File: config.mk
export PLATFORM = sky130hd
export DESIGN_NAME = eid_top
export DESIGN_NICKNAME = d
export VERILOG_FILES = /design/src/eid_pkg.sv /design/src/eid_chan_if.sv /design/src/eid_chan.sv /design/src/eid_top.sv
export SDC_FILE = /design/constraint.sdc
export NUM_CORES = 1
export LEC_CHECK = 0
export ABC_AREA = 0
export BUFFER_PORTS_ARGS = -buffer_cell sky130_fd_sc_hd__buf_4
export CORE_ASPECT_RATIO = 0.75
export CORE_MARGIN = 1.5
export CORE_UTILIZATION = 59
export CTS_CLUSTER_SIZE = 25
export DETAILED_ROUTE_END_ITERATION = 6
export PLACE_DENSITY = 0.9
export SYNTH_ARGS = -nofsm -noshare
export SYNTH_HDL_FRONTEND = slang
export SYNTH_SLANG_ARGS = --single-unit
File: constraint.sdc
create_clock -name i_mclk -period 4.3 [get_ports i_mclk]
set_clock_uncertainty 0.1 [all_clocks]
set_input_delay 0.645 -clock i_mclk [delete_from_list [all_inputs] [get_ports i_mclk]]
set_output_delay 0.645 -clock i_mclk [all_outputs]
set_load 0.05 [all_outputs]
File: src/eid_pkg.sv
// Constants shared by the external request detector and its channels.
// Assumes an 8-bit register port with a 3-bit word address.
package eid_pkg;
	// ----------------------------------------
	// Sizes
	// ----------------------------------------
	localparam int NUM_INPUTS = 6;
	localparam int ADDR_W = 3;
	localparam int DATA_W = 8;
	// ----------------------------------------
	// Register offsets
	// ----------------------------------------
	localparam logic [2:0] ADDR_STATUS = 3'h0;
	localparam logic [2:0] ADDR_ENABLE = 3'h1;
	localparam logic [2:0] ADDR_SENSE = 3'h2;
	localparam logic [2:0] ADDR_PRIO_A = 3'h3;
	localparam logic [2:0] ADDR_SYSCTL = 3'h4;
	// ----------------------------------------
	// Reset values and field positions
	// ----------------------------------------
	localparam logic [7:0] STATUS_RESET = 8'h00;
	localparam logic [7:0] ENABLE_RESET = 8'h00;
	localparam logic [7:0] SENSE_RESET = 8'h00;
	localparam logic [7:0] PRIO_A_RESET = 8'h00;
	localparam logic [7:0] SYSCTL_RESET = 8'h00;
	localparam int NMI_EDGE_BIT = 0;
	localparam int PRIO_BIT_IN0 = 7;
	localparam int PRIO_BIT_IN1 = 6;
	localparam int PRIO_BIT_IN23 = 5;
	localparam int PRIO_BIT_IN45 = 4;
	localparam logic [5:0] WAKE_MASK = 6'h07;
	// ----------------------------------------
	// Vector numbers
	// ----------------------------------------
	localparam logic [7:0] VEC_NMI = 8'h07;
	localparam logic [7:0] VEC_EXT_BASE = 8'h0c;
	localparam logic [7:0] VEC_NONE = 8'h00;
endpackage

File: src/eid_chan_if.sv
// Control and status bundle between the register block and one channel.
// Assumes one instance per external request input.
`timescale 1ns/1ps
interface eid_chan_if;
	logic sense;
	logic rd_status;
	logic wr_status;
	logic wr_bit;
	logic ack;
	logic flag;
	modport ctrl (
		output sense,
		output rd_status,
		output wr_status,
		output wr_bit,
		output ack,
		input flag
	);
	modport chan (
		input sense,
		input rd_status,
		input wr_status,
		input wr_bit,
		input ack,
		output flag
	);
endinterface

File: src/eid_chan.sv
// One external request channel: pin synchroniser, sense logic, pending flag.
// Assumes the pin is asynchronous and idles high; standby clears the flag and armed state like reset, but not the synchroniser.
`timescale 1ns/1ps
module eid_chan (
	input wire logic i_mclk,
	input wire logic i_rst,
	input wire logic i_standby,
	input wire logic i_pin_n,
	eid_chan_if.chan bus
);
	// ----------------------------------------
	// Pin capture
	// ----------------------------------------
	logic sync1_reg;
	logic sync2_reg;
	logic prev_reg;
	logic flag_reg;
	logic flag_next;
	logic armed_reg;
	logic armed_next;

	always_ff @(posedge i_mclk) begin
		if (i_rst) begin
			sync1_reg <= 1'b1;
			sync2_reg <= 1'b1;
			prev_reg <= 1'b1;
		end else begin
			sync1_reg <= i_pin_n;
			sync2_reg <= sync1_reg;
			prev_reg <= sync2_reg;
		end
	end

	// ----------------------------------------
	// Flag logic
	// ----------------------------------------
	wire pin_low = !sync2_reg;
	wire set_level = !bus.sense && pin_low;
	wire set_edge = bus.sense && prev_reg && pin_low;
	wire set_evt = set_level || set_edge;
	// Only a zero written after a read that saw the flag set clears it
	wire clr_sw = bus.wr_status && !bus.wr_bit && armed_reg;
	wire clr_ack = bus.ack && (bus.sense || !pin_low);

	// Set wins over any clear in the same cycle
	assign flag_next = set_evt ? 1'b1 : ((clr_sw || clr_ack) ? 1'b0 : flag_reg);
	// Any status write ends the read-then-write sequence
	assign armed_next = bus.wr_status ? 1'b0 : ((bus.rd_status && flag_reg) ? 1'b1 : armed_reg);

	always_ff @(posedge i_mclk) begin
		if (i_rst || i_standby) begin
			flag_reg <= 1'b0;
			armed_reg <= 1'b0;
		end else begin
			flag_reg <= flag_next;
			armed_reg <= armed_next;
		end
	end

	assign bus.flag = flag_reg;

	// ----------------------------------------
	// Checks
	// ----------------------------------------
	property p_level_set;
		@(posedge i_mclk) disable iff (i_rst || i_standby)
		(!bus.sense && !sync2_reg) |=> flag_reg;
	endproperty
	a_level_set: assert property (p_level_set) else $error("level low did not set flag");

	property p_edge_set;
		@(posedge i_mclk) disable iff (i_rst || i_standby)
		(bus.sense && $fell(sync2_reg)) |=> flag_reg;
	endproperty
	a_edge_set: assert property (p_edge_set) else $error("falling edge did not set flag");

	property p_clear_needs_read;
		@(posedge i_mclk) disable iff (i_rst || i_standby)
		(flag_reg && !armed_reg && !bus.ack) |=> flag_reg;
	endproperty
	a_clear_needs_read: assert property (p_clear_needs_read) else $error("flag cleared without read");

	property p_ack_level;
		@(posedge i_mclk) disable iff (i_rst || i_standby)
		(bus.ack && !bus.sense && sync2_reg) |=> !flag_reg;
	endproperty
	a_ack_level: assert property (p_ack_level) else $error("level ack with pin high kept flag");

	property p_ack_edge;
		@(posedge i_mclk) disable iff (i_rst || i_standby)
		(bus.ack && bus.sense && !(prev_reg && !sync2_reg)) |=> !flag_reg;
	endproperty
	a_ack_edge: assert property (p_ack_edge) else $error("edge ack kept flag");

	property p_no_spurious_set;
		@(posedge i_mclk) disable iff (i_rst || i_standby)
		(!flag_reg && !set_evt) |=> !flag_reg;
	endproperty
	a_no_spurious_set: assert property (p_no_spurious_set) else $error("flag set without pin event");

	c_edge_set: cover property (@(posedge i_mclk) disable iff (i_rst) bus.sense && set_edge ##1 flag_reg);
	c_sw_clear: cover property (@(posedge i_mclk) disable iff (i_rst) clr_sw && !set_evt ##1 !flag_reg);
endmodule

File: src/eid_top.sv
// External request detector: six maskable inputs and the non-maskable input.
// Assumes a simple strobed register port and per-source exception acks.
//
// Functional notes
// - Level mode: a low pin sets that input's pending flag.
// - Edge mode: a high-to-low pin transition sets the pending flag.
// - Software clears a flag by reading it set, then writing zero.
// - Level mode: exception handling with pin high clears the flag.
// - Edge mode: exception handling always clears the flag; a new falling edge in that same cycle keeps it set.
// - Writing one to a flag does nothing; zero may only clear.
// - Status bits 7 and 6 ignore writes and read zero.
// - Status, enable and sense registers clear on reset and hardware standby.
// - Enable bits 5 to 0 enable their input when one; reset disabled.
// - Enable and sense bits 7 and 6 are plain storage without effect.
// - Sense bit zero selects low level, one selects falling edge.
// - Non-maskable request has top priority and ignores the CPU mask.
// - A system control bit picks rising or falling non-maskable edge.
// - Non-maskable exception handling uses vector seven.
// - Inputs 0 to 5 use vectors 12 to 17 in order.
// - Requests are detected whatever the pin's port direction.
// - Non-maskable and inputs 0 to 2 wake from software standby; 3 to 5 don't.
// - Six input priorities come from four bits of priority register A.
// - Priority A bits 7,6,5,4 serve inputs 0, 1, 2-3, 4-5; one is high.
`timescale 1ns/1ps
module eid_top (
	input wire logic i_mclk,
	input wire logic i_rst,
	input wire logic i_hw_standby,
	input wire logic [eid_pkg::NUM_INPUTS-1:0] i_ext_int_pin_n,
	input wire logic i_nmi_pin,
	input wire logic [eid_pkg::NUM_INPUTS-1:0] i_irq_ack,
	input wire logic i_nmi_ack,
	input wire logic [eid_pkg::ADDR_W-1:0] i_addr,
	input wire logic [eid_pkg::DATA_W-1:0] i_wdata,
	input wire logic i_wr,
	input wire logic i_rd,
	output logic [eid_pkg::DATA_W-1:0] o_rdata,
	output logic [eid_pkg::NUM_INPUTS-1:0] o_irq_req,
	output logic [eid_pkg::NUM_INPUTS-1:0] o_irq_level,
	output logic o_nmi_req,
	output logic o_int_req,
	output logic [7:0] o_vector,
	output logic o_wake
);
	localparam int N = eid_pkg::NUM_INPUTS;

	// ----------------------------------------
	// Register decode
	// ----------------------------------------
	wire sel_status = (i_addr == eid_pkg::ADDR_STATUS);
	wire sel_enable = (i_addr == eid_pkg::ADDR_ENABLE);
	wire sel_sense = (i_addr == eid_pkg::ADDR_SENSE);
	wire sel_prio = (i_addr == eid_pkg::ADDR_PRIO_A);
	wire sel_sysctl = (i_addr == eid_pkg::ADDR_SYSCTL);
	wire wr_status = i_wr && sel_status;
	wire rd_status = i_rd && sel_status;

	logic [7:0] enable_reg;
	logic [7:0] sense_reg;
	logic [7:0] prio_a_reg;
	logic [7:0] sysctl_reg;
	logic [7:0] rdata_reg;
	logic [7:0] rdata_next;
	logic [N-1:0] flag_vec;
	logic [N-1:0] req_reg;
	logic [N-1:0] level_reg;
	logic nmi_pend_reg;
	logic nmi_pend_next;
	logic [7:0] vector_reg;
	logic [7:0] vector_next;
	logic wake_reg;

	// Whole bytes are stored; bits 7:6 of enable and sense feed nothing
	always_ff @(posedge i_mclk) begin
		if (i_rst || i_hw_standby) begin
			enable_reg <= eid_pkg::ENABLE_RESET;
			sense_reg <= eid_pkg::SENSE_RESET;
			prio_a_reg <= eid_pkg::PRIO_A_RESET;
			sysctl_reg <= eid_pkg::SYSCTL_RESET;
		end else if (i_wr) begin
			if (sel_enable) begin
				enable_reg <= i_wdata;
			end
			if (sel_sense) begin
				sense_reg <= i_wdata;
			end
			if (sel_prio) begin
				prio_a_reg <= i_wdata;
			end
			if (sel_sysctl) begin
				sysctl_reg <= i_wdata;
			end
		end
	end

	// ----------------------------------------
	// Read path
	// ----------------------------------------
	wire [7:0] status_view = {2'b00, flag_vec} & {2'b00, 6'h3f};
	assign rdata_next = !i_rd ? 8'h00 :
		sel_status ? status_view :
		sel_enable ? enable_reg :
		sel_sense ? sense_reg :
		sel_prio ? prio_a_reg :
		sel_sysctl ? sysctl_reg : 8'h00;

	always_ff @(posedge i_mclk) begin
		if (i_rst) begin
			rdata_reg <= 8'h00;
		end else begin
			rdata_reg <= rdata_next;
		end
	end
	assign o_rdata = rdata_reg;

	// ----------------------------------------
	// Channels
	// ----------------------------------------
	// Pins come straight from the pad, so port direction does not matter
	genvar g;
	generate
		for (g = 0; g < N; g++) begin : gen_chan
			eid_chan_if cif();
			assign cif.sense = sense_reg[g];
			assign cif.rd_status = rd_status;
			assign cif.wr_status = wr_status;
			assign cif.wr_bit = i_wdata[g];
			assign cif.ack = i_irq_ack[g];
			assign flag_vec[g] = cif.flag;
			eid_chan u_chan (
				.i_mclk(i_mclk),
				.i_rst(i_rst),
				.i_standby(i_hw_standby),
				.i_pin_n(i_ext_int_pin_n[g]),
				.bus(cif)
			);
		end
	endgenerate

	// ----------------------------------------
	// Non-maskable input
	// ----------------------------------------
	logic nmi_s1_reg;
	logic nmi_s2_reg;
	logic nmi_prev_reg;

	always_ff @(posedge i_mclk) begin
		if (i_rst) begin
			nmi_s1_reg <= 1'b1;
			nmi_s2_reg <= 1'b1;
			nmi_prev_reg <= 1'b1;
		end else begin
			nmi_s1_reg <= i_nmi_pin;
			nmi_s2_reg <= nmi_s1_reg;
			nmi_prev_reg <= nmi_s2_reg;
		end
	end

	wire nmi_rise_sel = sysctl_reg[eid_pkg::NMI_EDGE_BIT];
	wire nmi_rise = !nmi_prev_reg && nmi_s2_reg;
	wire nmi_fall = nmi_prev_reg && !nmi_s2_reg;
	wire nmi_evt = nmi_rise_sel ? nmi_rise : nmi_fall;
	// New edge wins over an ack in the same cycle
	assign nmi_pend_next = nmi_evt ? 1'b1 : (i_nmi_ack ? 1'b0 : nmi_pend_reg);

	// ----------------------------------------
	// Arbitration outputs
	// ----------------------------------------
	wire [N-1:0] req_next = flag_vec & enable_reg[N-1:0];
	wire [N-1:0] level_next = {prio_a_reg[eid_pkg::PRIO_BIT_IN45],
		prio_a_reg[eid_pkg::PRIO_BIT_IN45],
		prio_a_reg[eid_pkg::PRIO_BIT_IN23],
		prio_a_reg[eid_pkg::PRIO_BIT_IN23],
		prio_a_reg[eid_pkg::PRIO_BIT_IN1],
		prio_a_reg[eid_pkg::PRIO_BIT_IN0]};
	wire [N-1:0] req_hi = req_next & level_next;
	wire [N-1:0] req_pick = (req_hi != '0) ? req_hi : req_next;

	// Lowest index wins inside a level, matching the default order
	function automatic logic [7:0] pick_vector(input logic [N-1:0] req);
		logic [7:0] v;
		v = eid_pkg::VEC_NONE;
		for (int k = N - 1; k >= 0; k--) begin
			if (req[k]) begin
				v = eid_pkg::VEC_EXT_BASE + 8'(k);
			end
		end
		return v;
	endfunction

	// NMI is chosen first and never looks at the enable or CPU mask
	assign vector_next = nmi_pend_reg ? eid_pkg::VEC_NMI : pick_vector(req_pick);

	always_ff @(posedge i_mclk) begin
		if (i_rst) begin
			req_reg <= '0;
			level_reg <= '0;
			nmi_pend_reg <= 1'b0;
			vector_reg <= eid_pkg::VEC_NONE;
			wake_reg <= 1'b0;
		end else begin
			req_reg <= req_next;
			level_reg <= level_next;
			nmi_pend_reg <= nmi_pend_next;
			vector_reg <= vector_next;
			wake_reg <= nmi_evt || nmi_pend_reg || ((flag_vec & eid_pkg::WAKE_MASK) != '0);
		end
	end

	assign o_irq_req = req_reg;
	assign o_irq_level = level_reg;
	assign o_nmi_req = nmi_pend_reg;
	assign o_int_req = nmi_pend_reg || (req_reg != '0);
	assign o_vector = vector_reg;
	assign o_wake = wake_reg;

	// ----------------------------------------
	// Checks
	// ----------------------------------------
	property p_resv_zero;
		@(posedge i_mclk) disable iff (i_rst)
		rd_status |=> (o_rdata[7:6] == 2'b00);
	endproperty
	a_resv_zero: assert property (p_resv_zero) else $error("status bits 7:6 not zero");

	property p_standby_clear;
		@(posedge i_mclk) disable iff (i_rst)
		i_hw_standby |=> (enable_reg == 8'h00 && sense_reg == 8'h00 && flag_vec == '0);
	endproperty
	a_standby_clear: assert property (p_standby_clear) else $error("standby did not clear");

	property p_req_gate;
		@(posedge i_mclk) disable iff (i_rst || i_hw_standby)
		##1 (o_irq_req == ($past(flag_vec) & $past(enable_reg[N-1:0])));
	endproperty
	a_req_gate: assert property (p_req_gate) else $error("request not flag and enable");

	property p_nmi_vector;
		@(posedge i_mclk) disable iff (i_rst)
		nmi_pend_reg |=> (o_vector == eid_pkg::VEC_NMI);
	endproperty
	a_nmi_vector: assert property (p_nmi_vector) else $error("nmi vector not seven");

	property p_nmi_masked_ignored;
		@(posedge i_mclk) disable iff (i_rst)
		(nmi_evt && enable_reg == 8'h00) |=> o_nmi_req ##1 (o_vector == eid_pkg::VEC_NMI);
	endproperty
	a_nmi_masked_ignored: assert property (p_nmi_masked_ignored) else $error("nmi not taken");

	property p_nmi_edge;
		@(posedge i_mclk) disable iff (i_rst)
		(!nmi_pend_reg && !(nmi_rise_sel ? nmi_rise : nmi_fall)) |=> !nmi_pend_reg;
	endproperty
	a_nmi_edge: assert property (p_nmi_edge) else $error("nmi set on wrong edge");

	property p_vec_in0;
		@(posedge i_mclk) disable iff (i_rst)
		(!nmi_pend_reg && req_next == 6'h01) |=> (o_vector == 8'h0c);
	endproperty
	a_vec_in0: assert property (p_vec_in0) else $error("input 0 vector not 12");

	property p_prio_high;
		@(posedge i_mclk) disable iff (i_rst)
		(!nmi_pend_reg && req_next == 6'h21 && level_next == 6'h30) |=> (o_vector == 8'h11);
	endproperty
	a_prio_high: assert property (p_prio_high) else $error("high level input 5 lost");

	property p_no_wake_hi;
		@(posedge i_mclk) disable iff (i_rst)
		(!nmi_evt && !nmi_pend_reg && (flag_vec & eid_pkg::WAKE_MASK) == '0) |=> !o_wake;
	endproperty
	a_no_wake_hi: assert property (p_no_wake_hi) else $error("inputs 3 to 5 woke device");

	// ----------------------------------------
	// Register and output checks
	// ----------------------------------------
	// No disable here: what reset leaves behind is the point
	property p_reset_clear;
		@(posedge i_mclk)
		i_rst |=> (enable_reg == 8'h00 && sense_reg == 8'h00 && flag_vec == '0 &&
			o_rdata == 8'h00 && o_irq_req == '0 && !o_nmi_req && !o_wake);
	endproperty
	a_reset_clear: assert property (p_reset_clear) else $error("reset left state behind");

	property p_enable_store;
		@(posedge i_mclk) disable iff (i_rst || i_hw_standby)
		(i_wr && sel_enable) |=> (enable_reg == $past(i_wdata));
	endproperty
	a_enable_store: assert property (p_enable_store) else $error("enable byte not stored");

	property p_sense_store;
		@(posedge i_mclk) disable iff (i_rst || i_hw_standby)
		(i_wr && sel_sense) |=> (sense_reg == $past(i_wdata));
	endproperty
	a_sense_store: assert property (p_sense_store) else $error("sense byte not stored");

	property p_prio_store;
		@(posedge i_mclk) disable iff (i_rst || i_hw_standby)
		(i_wr && sel_prio) |=> (prio_a_reg == $past(i_wdata));
	endproperty
	a_prio_store: assert property (p_prio_store) else $error("priority byte not stored");

	property p_sysctl_store;
		@(posedge i_mclk) disable iff (i_rst || i_hw_standby)
		(i_wr && sel_sysctl) |=> (sysctl_reg == $past(i_wdata));
	endproperty
	a_sysctl_store: assert property (p_sysctl_store) else $error("system byte not stored");

	property p_level_low_pair;
		@(posedge i_mclk) disable iff (i_rst)
		##1 (o_irq_level[1:0] == {$past(prio_a_reg[6]), $past(prio_a_reg[7])});
	endproperty
	a_level_low_pair: assert property (p_level_low_pair) else $error("input 0 or 1 level wrong");

	property p_level_shared;
		@(posedge i_mclk) disable iff (i_rst)
		##1 (o_irq_level[5:2] == {{2{$past(prio_a_reg[4])}}, {2{$past(prio_a_reg[5])}}});
	endproperty
	a_level_shared: assert property (p_level_shared) else $error("shared level wrong");

	property p_req_disabled;
		@(posedge i_mclk) disable iff (i_rst)
		(enable_reg[N-1:0] == '0) |=> (o_irq_req == '0);
	endproperty
	a_req_disabled: assert property (p_req_disabled) else $error("disabled input requested");

	property p_vec_none;
		@(posedge i_mclk) disable iff (i_rst)
		(!nmi_pend_reg && req_next == '0) |=> (o_vector == eid_pkg::VEC_NONE);
	endproperty
	a_vec_none: assert property (p_vec_none) else $error("vector without request");

	property p_nmi_ack;
		@(posedge i_mclk) disable iff (i_rst)
		(i_nmi_ack && !nmi_evt) |=> !o_nmi_req;
	endproperty
	a_nmi_ack: assert property (p_nmi_ack) else $error("nmi ack did not clear");

	property p_wake_low;
		@(posedge i_mclk) disable iff (i_rst)
		(flag_vec[2:0] != 3'h0) |=> o_wake;
	endproperty
	a_wake_low: assert property (p_wake_low) else $error("inputs 0 to 2 did not wake");

	c_nmi: cover property (@(posedge i_mclk) disable iff (i_rst) nmi_evt ##1 o_nmi_req);
	c_req: cover property (@(posedge i_mclk) disable iff (i_rst) req_next != '0 ##1 o_int_req);
	c_wake: cover property (@(posedge i_mclk) disable iff (i_rst) flag_vec[0] ##1 o_wake);
endmodule

# Word-level counts from Yosys, hierarchy flattened
# Index checks and enable logic that the tools add are counted.
[classes] eq_ne=4 bitwise_logic=3 reduce_logical=109 muxes=28
[ops] cell="1-bit logical AND" n=46
[ops] cell="8-bit two-way mux" n=4
[ops] cell="1-bit logical OR" n=22
[ops] cell="1-bit logical NOT" n=20
[ops] cell="6-bit nonzero test" n=3
[ops] cell="4-bit two-way mux" n=4
[ops] cell="1-bit two-way mux" n=15
[ops] cell="2-bit nonzero test" n=7
[ops] cell="6-bit bitwise AND" n=2
[ops] cell="6-bit two-way mux" n=2
[ops] cell="5-bit two-way mux" n=2
[ops] cell="2-bit AND reduction" n=4
[ops] cell="7-bit OR reduction" n=1
[ops] cell="3-bit by 2-bit equality test with 1-bit output, second input constant" n=2
[ops] cell="2-bit OR reduction" n=3
[ops] cell="6-bit OR reduction" n=1
[ops] cell="3-bit by 1-bit equality test with 1-bit output, second input constant" n=1
[ops] cell="3-bit equality test, second input constant" n=1
[ops] cell="3-bit logical NOT" n=1
[ops] cell="3-bit two-way mux" n=1
[ops] cell="3-bit OR reduction" n=1
[ops] cell="1-bit NOT" n=1
[word_totals] word_cells=191 regBits=94 output_inout_bits=31

# Depth between registers and ports, before layout
# Gate-level depths: netlist (run 1).
[logic_depth] depth_word=11 depth_mapped=7

# By module
# From an unflattened synthesis (run 1), not the netlist that was laid out.
[hier_totals] hier_cells=378 hier_area_um2=3590.9
[by_module_without_submodules] module="eid_top" seq_area_each_um2=1201.2 cells_each=294 n_inst=1 area_per_inst_um2=2562.5
[by_module_without_submodules] module="eid_chan" seq_area_each_um2=100.1 cells_each=14 n_inst=6 area_per_inst_um2=171.4

# Worst setup path after synthesis (run 1)
# OpenSTA, ideal clock, no wires.
[synth_timing] path_kind="register to output" from="reg nmi_pend_reg, in the netlist o_nmi_req" to="out o_int_req" slack_ns=2.333 path_stages_with_launch=3 n_path_buf=0 required_ns=3.555 arrival_time_ns=1.222 path_cell_list="dfxtp_1 > nor3_1 > nand2_1"
[synth_between] elab_chain_cells=1
[synth_lines] item="start: declaration" line="eid_top.sv:67" rtl="logic nmi_pend_reg;"
[synth_lines] item="start signal: assignment" line="eid_top.sv:204" rtl="nmi_pend_reg <= nmi_pend_next;"
[synth_lines] item="1-bit logical OR" line="eid_top.sv:213" rtl="assign o_int_req = nmi_pend_reg || (req_reg != '0);"
[synth_lines] item="end: declaration" line="eid_top.sv:41" rtl="output logic o_int_req,"
# Every way passes these cells.

# Worst setup path in the final report (run 1)
[layout_timing] from="in i_addr[0] in the netlist's numbering" to="reg sysctl_reg[1]"
[layout_between] elab_chain_cells=2
[layout_lines] item="start: declaration" line="eid_top.sv:33" rtl="input wire logic [eid_pkg::ADDR_W-1:0] i_addr,"
[layout_lines] item="3-bit equality test" line="eid_top.sv:54" rtl="wire sel_sysctl = (i_addr == eid_pkg::ADDR_SYSCTL);"
[layout_lines] item="2-bit AND reduction (no source line)"
[layout_lines] item="end signal: assignment" line="eid_top.sv:79" rtl="sysctl_reg <= eid_pkg::SYSCTL_RESET;"
[layout_lines] item="end signal: assignment" line="eid_top.sv:91" rtl="sysctl_reg <= i_wdata;"
[layout_lines] item="end: declaration" line="eid_top.sv:61" rtl="logic [7:0] sysctl_reg;"
# Every way passes these cells.
# A chain may end at the register's enable or synchronous reset.

==> flow_metrics.tcl, run 1 <==
set metrics [dict create \
    hold_class "register to register" \
    grt-ovfl-total 0 \
    die_w_um 92.30 \
    antennaDiodeCount 0 \
    min_from "nmi_s1_reg" \
    min_period_ns 2.207 \
    grt_pass1_wl_um 12820 \
    worstRegToRegCells 5 \
    io_buffers 57 \
    setup-tns-final_ns 0 \
    ant_nets 0 \
    start_util_pct 60.88 \
    die_y_um 69.97 \
    wl_per_cell_um 15.27 \
    cts_hold_buffers 0 \
    antenna_found_initial 0 \
    p_leak_nw 1.622 \
    timing.hold.ws_ns 0.3130 \
    vias_per_cell 5.472 \
    status "complete, no violations" \
    first_iter_violations 156 \
    setup_viol 0 \
    cp_top_family "simple AND/OR/NAND/NOR gates" \
    synth_largest_area_cell "dfxtp_1" \
    drive_above_1_share_pct 25.40 \
    grt_pass1_vias 2654 \
    synthFlopType "dfxtp_1" \
    final_max_slew_viol_count 0 \
    die_area_um2 6458 \
    async_reset_ff_share_pct 0 \
    syn_inst 387 \
    boundaryPins 61 \
    worstPathRequired_ns 4.42 \
    path_cells "buf_4, nand2b_4, nor3b_1, buf_4, mux2i_1, nor2_1" \
    cp-end-kind "register" \
    cts_sinks 90 \
    syn_to_final_growth_pct 16.21 \
    fmax_mhz 453.2 \
    yosys.area.top_type_share_pct 51.06 \
    synth.distinct_cells 45 \
    drv_cap 0 \
    crit_path_frequent_cell "buf_4" \
    cts_max_path_buffers 2 \
    power_mw 1.480 \
    hold_violations 0 \
    insertion_delay_ns 0.36 \
    dp_hpwl_um 5496 \
    ir_drop_v 0.0002336 \
    htree_levels 3 \
    syn_area_per_cell_um2 9.117 \
    first_pass_iters 5 \
    crit_path_max_incr_delay_ns 0.77 \
    hold_depth 1 \
    core_um2 5796 \
    cts-root-buf "clkbuf_8" \
    synth_seq_area_share_pct 51.06 \
    placement_rows 24 \
    rr_endpoint "o_vector[4]" \
    num_vias 2818 \
    cts_setup_buffers 0 \
    layout.nets 463 \
    cts_made_buffers 9 \
    fin_crit_sh_pct 51.31 \
    synth-edff-count 0 \
    cts_tree "done" \
    synth_area_leaders "dfxtp_1, nor2_1, a21oi_1, nand2_1, mux2i_1" \
    clk_pin_slew_worst_paths_ns 0.08 \
    grt_usage_pct 26.02 \
    yosysMostFrequentCell "dfxtp_1" \
    startpoint_type "input pin" \
    yosys-top-cells-count "dfxtp_1, nor2_1, nand2_1" \
    drc 0 \
    min_to "nmi_s2_reg" \
    ys_ff_latch 90 \
    critPathMaxFanout 18 \
    worstMarginPinSlew_ns 0.9526 \
    slew_headroom_pct 36.36 \
    power.density_nw_per_um2 361.0 \
    path_class "input pin to register" \
    drt_wl_total_um 7865 \
    crit_path_top_delay_cell "nor3b_1" \
    final_util_pct 70.75 \
    syn_area_um2 3528 \
    path_buf_inv 2 \
    ctsResizeCount 0 \
    place.gp.congestion 0.8954 \
    critical_path_arrival_ns 2.33 \
    fill_cells 440 \
    r2r_setup_slack_ns 2.70 \
    grt_max_degree 41 \
    r2r_start "gen_chan[0].u_chan.bus.flag" \
    rsz0062_at_grt "false" \
    yosys_warnings 0 \
]
[cell usage in the layout, fill, tap and decap left out, drive strengths merged]
master	n
a211oi	8
a21oi	37
a22o	1
a22oi	9
a311oi	1
a31oi	6
and2	1
and2b	1
and3	1
buf	58
clkbuf	11
clkinv	2
clkinvlp	2
conb	3
dfxtp	90
inv	15
mux2	6
mux2i	16
nand2	43
nand2b	4
nand3	4
nand3b	7
nand4	1
nor2	53
nor2b	6
nor3	12
nor3b	2
nor4	2
o211a	1
o211ai	2
o21ai	1
o22a	2
o31a	3
or2	24
or3	2
[worst max-delay path by stage]
stage	startpoint	endpoint	slack [ns]	cells after the start
after floorplan	o_nmi_req	o_int_req	2.33	2
after global placement	i_addr[0]	sysctl_reg[0]	1.86	6
after detailed placement	i_addr[0]	sysctl_reg[1]	1.75	6
after CTS	i_addr[0]	sysctl_reg[1]	2.14	6
after global routing	i_addr[0]	sysctl_reg[1]	2.00	6
final	i_addr[0]	sysctl_reg[1]	2.09	6
[power by group]
group | switching, mW | internal [mW] | leakage (nW)
clock network | 0.283 | 0.222 | 0.0814
logic | 0.0743 | 0.0449 | 0.810
registers | 0.00832 | 0.847 | 0.730
[cells by family after synthesis]
group | count (synthesis) | synth area share [%]
flip-flops | 90 | 51.06
buffers and inverters | 40 | 5.532
other | 1 | 0.1063
AO/OA/AOI/OAI | 71 | 13.33
AND/OR/NAND/NOR | 163 | 23.19
multiplexers | 22 | 6.773
[cell type report]
| cell class | count | area (um^2) | share of cell area (%) |
|---|---|---|---|
| multi-input cells | 259 | 1539 | 37.53 |
| well taps | 78 | 97.59 | 2.380 |
| inverters | 15 | 56.30 | 1.373 |
| flip-flops and latches | 90 | 1802 | 43.94 |
| repair buffers | 58 | 435.4 | 10.62 |
| clock inverters | 4 | 28.78 | 0.7019 |
| clock buffers | 11 | 141.4 | 3.448 |
[routing by layer]
layer / GRT usage (%) / share of wire (%) / up-vias / wire, um
met2: 40.16 / 46 / 139 / 3595
met5: 0 / 0 / - / 0
met4: 7.692 / 1.3 / 0 / 106
met3: 7.952 / 8.4 / 13 / 659
met1: 35.24 / 45 / 1282 / 3503
li1: - / - / 1384 / -
[per-stage QoR]
| stage | setup WS [ns] | cells | instance area [um^2] |
|---|---|---|---|
| floorplan | 2.333 | 389 | 3536 |
| finish | 2.093 | 515 | 4100 |
| global placement | 1.860 | 500 | 3930 |
| global route | 2.001 | 515 | 4100 |
| CTS | 2.141 | 515 | 4100 |
| detailed placement | 1.750 | 500 | 3930 |
Power figures use the tool's default switching activity.
==> run 2, diff against run 1 <==
--- a/config.mk
+++ b/config.mk
@@ -9,10 +9,10 @@
 export BUFFER_PORTS_ARGS = -buffer_cell sky130_fd_sc_hd__buf_4
 export CORE_ASPECT_RATIO = 0.75
 export CORE_MARGIN = 1.5
-export CORE_UTILIZATION = 59
+export CORE_UTILIZATION = 50
 export CTS_CLUSTER_SIZE = 25
 export DETAILED_ROUTE_END_ITERATION = 6
-export PLACE_DENSITY = 0.9
+export PLACE_DENSITY = 0.82
 export SYNTH_ARGS = -nofsm -noshare
 export SYNTH_HDL_FRONTEND = slang
 export SYNTH_SLANG_ARGS = --single-unit
==> constraint.sdc (replaced) <==
create_clock -name i_mclk -period 1.9 [get_ports i_mclk]
set_clock_uncertainty 0.1 [all_clocks]
set_input_delay 0.285 -clock i_mclk [delete_from_list [all_inputs] [get_ports i_mclk]]
set_output_delay 0.285 -clock i_mclk [all_outputs]
set_load 0.05 [all_outputs]
==> flow_metrics.tcl, run 2 (synthesis gave the netlist of run 1 again) <==
set metrics [dict create \
    status "complete, no violations" \
    fin_crit_sh_pct 91.50 \
    drt_wl_total_um 8397 \
    setup-tns-final_ns 0 \
    setup_viol 0 \
    cts_hold_buffers 4 \
    hold_violations 0 \
    grt_pass1_vias 2719 \
    htree_levels 3 \
    final_common_cell "dfxtp_1" \
    r2r_setup_slack_ns 0.27 \
    cts_sinks 90 \
    crit_path_top_delay_cell "dfxtp_1" \
    final_util_pct 62.77 \
    grt_pass1_wl_um 13430 \
    power.density_nw_per_um2 875.7 \
    slew_headroom_pct 59.03 \
    fin_ws_ns 0.1614 \
    dp_cells 514 \
    cts_setup_buffers 0 \
    ctsResizeCount 0 \
    r2r_start "gen_chan[2].u_chan.bus.flag" \
    timing.hold.ws_ns 0.01542 \
    grt_max_degree 40 \
    drv_cap 0 \
    pre_cts_ws_ns 0.2164 \
    power_mw 3.755 \
    rsz0062_at_grt "false" \
    rr_endpoint "o_vector[4]" \
    critical_path_arrival_ns 1.35 \
    cts_made_buffers 9 \
    final_cell_mix "dfxtp_1, buf_4, nor2_1, nand2_1, a21oi_1" \
    start_util_pct 51.65 \
    cts-root-buf "clkbuf_8" \
    final_cell_count_no_fill 535 \
    path_class "register to output port" \
    ant_nets 0 \
    die_w_um 100 \
    fmax_mhz 575.2 \
    worstMarginPinSlew_ns 0.6113 \
    io_buffers 57 \
    min_to "gen_chan[3].u_chan.sync1_reg" \
    cp-end-kind "output port" \
    drc 0 \
    p_leak_nw 1.722 \
    final_max_slew_viol_count 0 \
    dp_hpwl_um 5888 \
    ir_drop_v 0.0005636 \
    wl_per_cell_um 15.70 \
    fill_cells 600 \
    min_from "i_ext_int_pin_n[3]" \
    worstRegToRegCells 5 \
    post_dp_cell_area_um2 3998 \
    grt_usage_pct 23.30 \
    core_um2 6832 \
    hold_class "input pin to register" \
    place.gp.congestion 1.003 \
    first_pass_iters 5 \
    clk_pin_slew_worst_paths_ns 0.08 \
    layout.nets 476 \
    placement_rows 26 \
    min_period_ns 1.739 \
    insertion_delay_ns 0.35 \
    first_iter_violations 221 \
    path_buf_inv 1 \
    grt-ovfl-total 0 \
    cts_tree "done" \
    syn_to_final_growth_pct 21.52 \
    die_area_um2 7575 \
    boundaryPins 61 \
    die_y_um 75.75 \
    num_vias 2934 \
    antenna_found_initial 0 \
    startpoint_type "register" \
    worstPathRequired_ns 1.51 \
    cp_top_family "flip-flops" \
    seq_area_um2 1802 \
    hold_depth 2 \
    path_cells "nor3_1, nand2_1, buf_4" \
    crit_path_max_incr_delay_ns 0.41 \
    antennaDiodeCount 0 \
    cts_max_path_buffers 2 \
    critPathMaxFanout 8 \
    drive_above_1_share_pct 26.83 \
    final_area_um2 4288 \
    multi_input_area_um2 1539 \
    vias_per_cell 5.484 \
]
run 2: power breakdown:
group / internal [mW] / switching, mW / total, mW
combinational: 0.115 / 0.172 / 0.287
sequential: 1.92 / 0.0193 / 1.94
clock: 0.873 / 0.658 / 1.53
total: 2.91 / 0.849 / 3.75
run 2: worst max path at each step:
stage	cells past startpoint	slack (ns)	start	end
floorplan	2	0.29	o_nmi_req	o_int_req
global placement	6	0.26	i_addr[0]	sysctl_reg[6]
detailed placement	5	0.22	i_addr[1]	o_rdata[6]
CTS	3	0.13	o_nmi_req	o_int_req
global route	3	0.03	o_nmi_req	o_int_req
finish	3	0.16	o_nmi_req	o_int_req
run 2: layer usage:
| metal | share of wire [%] | track usage [%] | vias to the layer above |
|---|---|---|---|
| li1 | - | - | 1413 |
| met1 | 43 | 29.75 | 1371 |
| met2 | 49 | 39.68 | 128 |
| met3 | 6.6 | 5.688 | 22 |
| met4 | 1.9 | 7.355 | 0 |
| met5 | 0 | 0 | - |
run 2: cell type report:
cell class / count / share of cell area [%]
repair buffers: 71 / 12.72
flip-flops and latches: 90 / 42.02
clock inverters: 7 / 2.714
well taps: 84 / 2.451
inverters: 15 / 1.313
clock buffers: 9 / 2.889
multi-input cells: 259 / 35.89
==> run 3, diff against run 2 <==
--- a/config.mk
+++ b/config.mk
@@ -9,10 +9,10 @@
 export BUFFER_PORTS_ARGS = -buffer_cell sky130_fd_sc_hd__buf_4
 export CORE_ASPECT_RATIO = 0.75
 export CORE_MARGIN = 1.5
-export CORE_UTILIZATION = 50
+export CORE_UTILIZATION = 55
 export CTS_CLUSTER_SIZE = 25
 export DETAILED_ROUTE_END_ITERATION = 6
-export PLACE_DENSITY = 0.82
+export PLACE_DENSITY = 0.85
 export SYNTH_ARGS = -nofsm -noshare
 export SYNTH_HDL_FRONTEND = slang
 export SYNTH_SLANG_ARGS = --single-unit
==> constraint.sdc (replaced) <==
create_clock -name i_mclk -period 1.82 [get_ports i_mclk]
set_clock_uncertainty 0.1 [all_clocks]
set_input_delay 0.273 -clock i_mclk [delete_from_list [all_inputs] [get_ports i_mclk]]
set_output_delay 0.273 -clock i_mclk [all_outputs]
set_load 0.05 [all_outputs]
==> flow_metrics.tcl, run 3 (synthesis gave the netlist of run 1 again) <==
set metrics [dict create \
    htree_levels 3 \
    ant_nets 0 \
    cp-end-kind "output port" \
    die_y_um 72.37 \
    rsz0062_at_grt "false" \
    fmax_mhz 587.9 \
    path_class "register to output port" \
    drc 0 \
    drt_wl_total_um 8123 \
    io_buffers 57 \
    grt_usage_pct 24.60 \
    p_leak_nw 1.703 \
    critical_path_arrival_ns 1.33 \
    multi_input_area_um2 1544 \
    setup_viol 0 \
    hold_violations 0 \
    first_pass_iters 4 \
    final_cell_mix "dfxtp_1, buf_4, nor2_1, nand2_1, a21oi_1" \
    post_dp_cell_area_um2 4001 \
    final_max_slew_viol_count 0 \
    drive_above_1_share_pct 26.87 \
    final_common_cell "dfxtp_1" \
    cts_sinks 90 \
    setup-tns-final_ns 0 \
    worstPathRequired_ns 1.45 \
    dp_hpwl_um 5781 \
    num_vias 2890 \
    seq_area_um2 1802 \
    grt_pass1_wl_um 12850 \
    final_area_um2 4255 \
    status "complete, no violations" \
    min_period_ns 1.701 \
    antenna_found_initial 0 \
    placement_rows 25 \
    boundaryPins 61 \
    wl_per_cell_um 15.18 \
    syn_to_final_growth_pct 20.60 \
    final_util_pct 68.02 \
    fill_cells 506 \
    vias_per_cell 5.402 \
    timing.hold.ws_ns 0.06737 \
    die_w_um 95.49 \
    cts_made_buffers 9 \
    antennaDiodeCount 0 \
    layout.nets 479 \
    power.density_nw_per_um2 837.9 \
    die_area_um2 6910 \
    fin_crit_sh_pct 93.46 \
    start_util_pct 56.40 \
    hold_class "input pin to register" \
    grt_max_degree 39 \
    place.gp.congestion 0.8876 \
    clk_pin_slew_worst_paths_ns 0.09 \
    cts_max_path_buffers 2 \
    cts-root-buf "clkbuf_8" \
    crit_path_top_delay_cell "dfxtp_1" \
    grt-ovfl-total 0 \
    core_um2 6256 \
    startpoint_type "register" \
    grt_pass1_vias 2754 \
    cts_tree "done" \
    critPathMaxFanout 8 \
    path_cells "nor3_2, nand2_1, buf_4" \
    insertion_delay_ns 0.36 \
    cts_setup_buffers 0 \
    first_iter_violations 134 \
    ir_drop_v 0.0005501 \
    drv_cap 0 \
    crit_path_max_incr_delay_ns 0.43 \
]
[run 3: final timing paths]
path | start | depth (start not counted) | slack [ns] | end
worst min-delay path | i_nmi_ack | 3 | 0.07 | o_nmi_req
worst max-delay path | o_nmi_req | 3 | 0.12 | o_int_req
worst min register to register | gen_chan[2].u_chan.sync1_reg | 1 | 0.33 | gen_chan[2].u_chan.sync2_reg
worst max register to register | gen_chan[5].u_chan.bus.flag | 5 | 0.25 | o_vector[4]
[run 3: cell type report]
class / instances / share of cell area (%)
sequential: 90 / 42.34
multi-input combinational: 259 / 36.28
timing repair buffer: 74 / 13.47
clock buffer: 11 / 3.323
tap: 81 / 2.382
inverter: 15 / 1.323
clock inverter: 5 / 0.8821
[run 3: report_power, final]
group          internal (mW)  total [mW]  switching (mW)
Clock                  0.539        1.24           0.704
Sequential              2.00        2.02          0.0198
Combinational          0.124       0.301           0.178
[run 3: stage by stage]
step	instances	power (mW)	worst slack, ns
4_1_cts	535	3.575	0.05756
5_1_grt	535	3.696	0.02970
3_3_place_gp	512	2.347	0.2043
6_report	535	3.566	0.1190
2_1_floorplan	389	2.250	0.2248
3_5_place_dp	512	2.355	0.1355
[run 3: layer usage]
| metal | wire length, um | GRT usage [%] |
|---|---|---|
| met1 | 3592 | 31.71 |
| met2 | 3733 | 38.46 |
| met3 | 690 | 6.709 |
| met4 | 107 | 11.44 |
| met5 | 0 | 0 |
[run 3: critical path, delay by kind of cell, from the launching register on]
kind	cells	cell delay (ns)
buffers and inverters	1	0.19
AND/OR/NAND/NOR	2	0.35
flip-flops	1	0.43
[run 3: timing repair]
action                                  CTS  global route
endpoints found under the hold margin     7             0
resized for setup                         0             1
endpoints found under the setup margin    0             1
hold buffers                              7             0
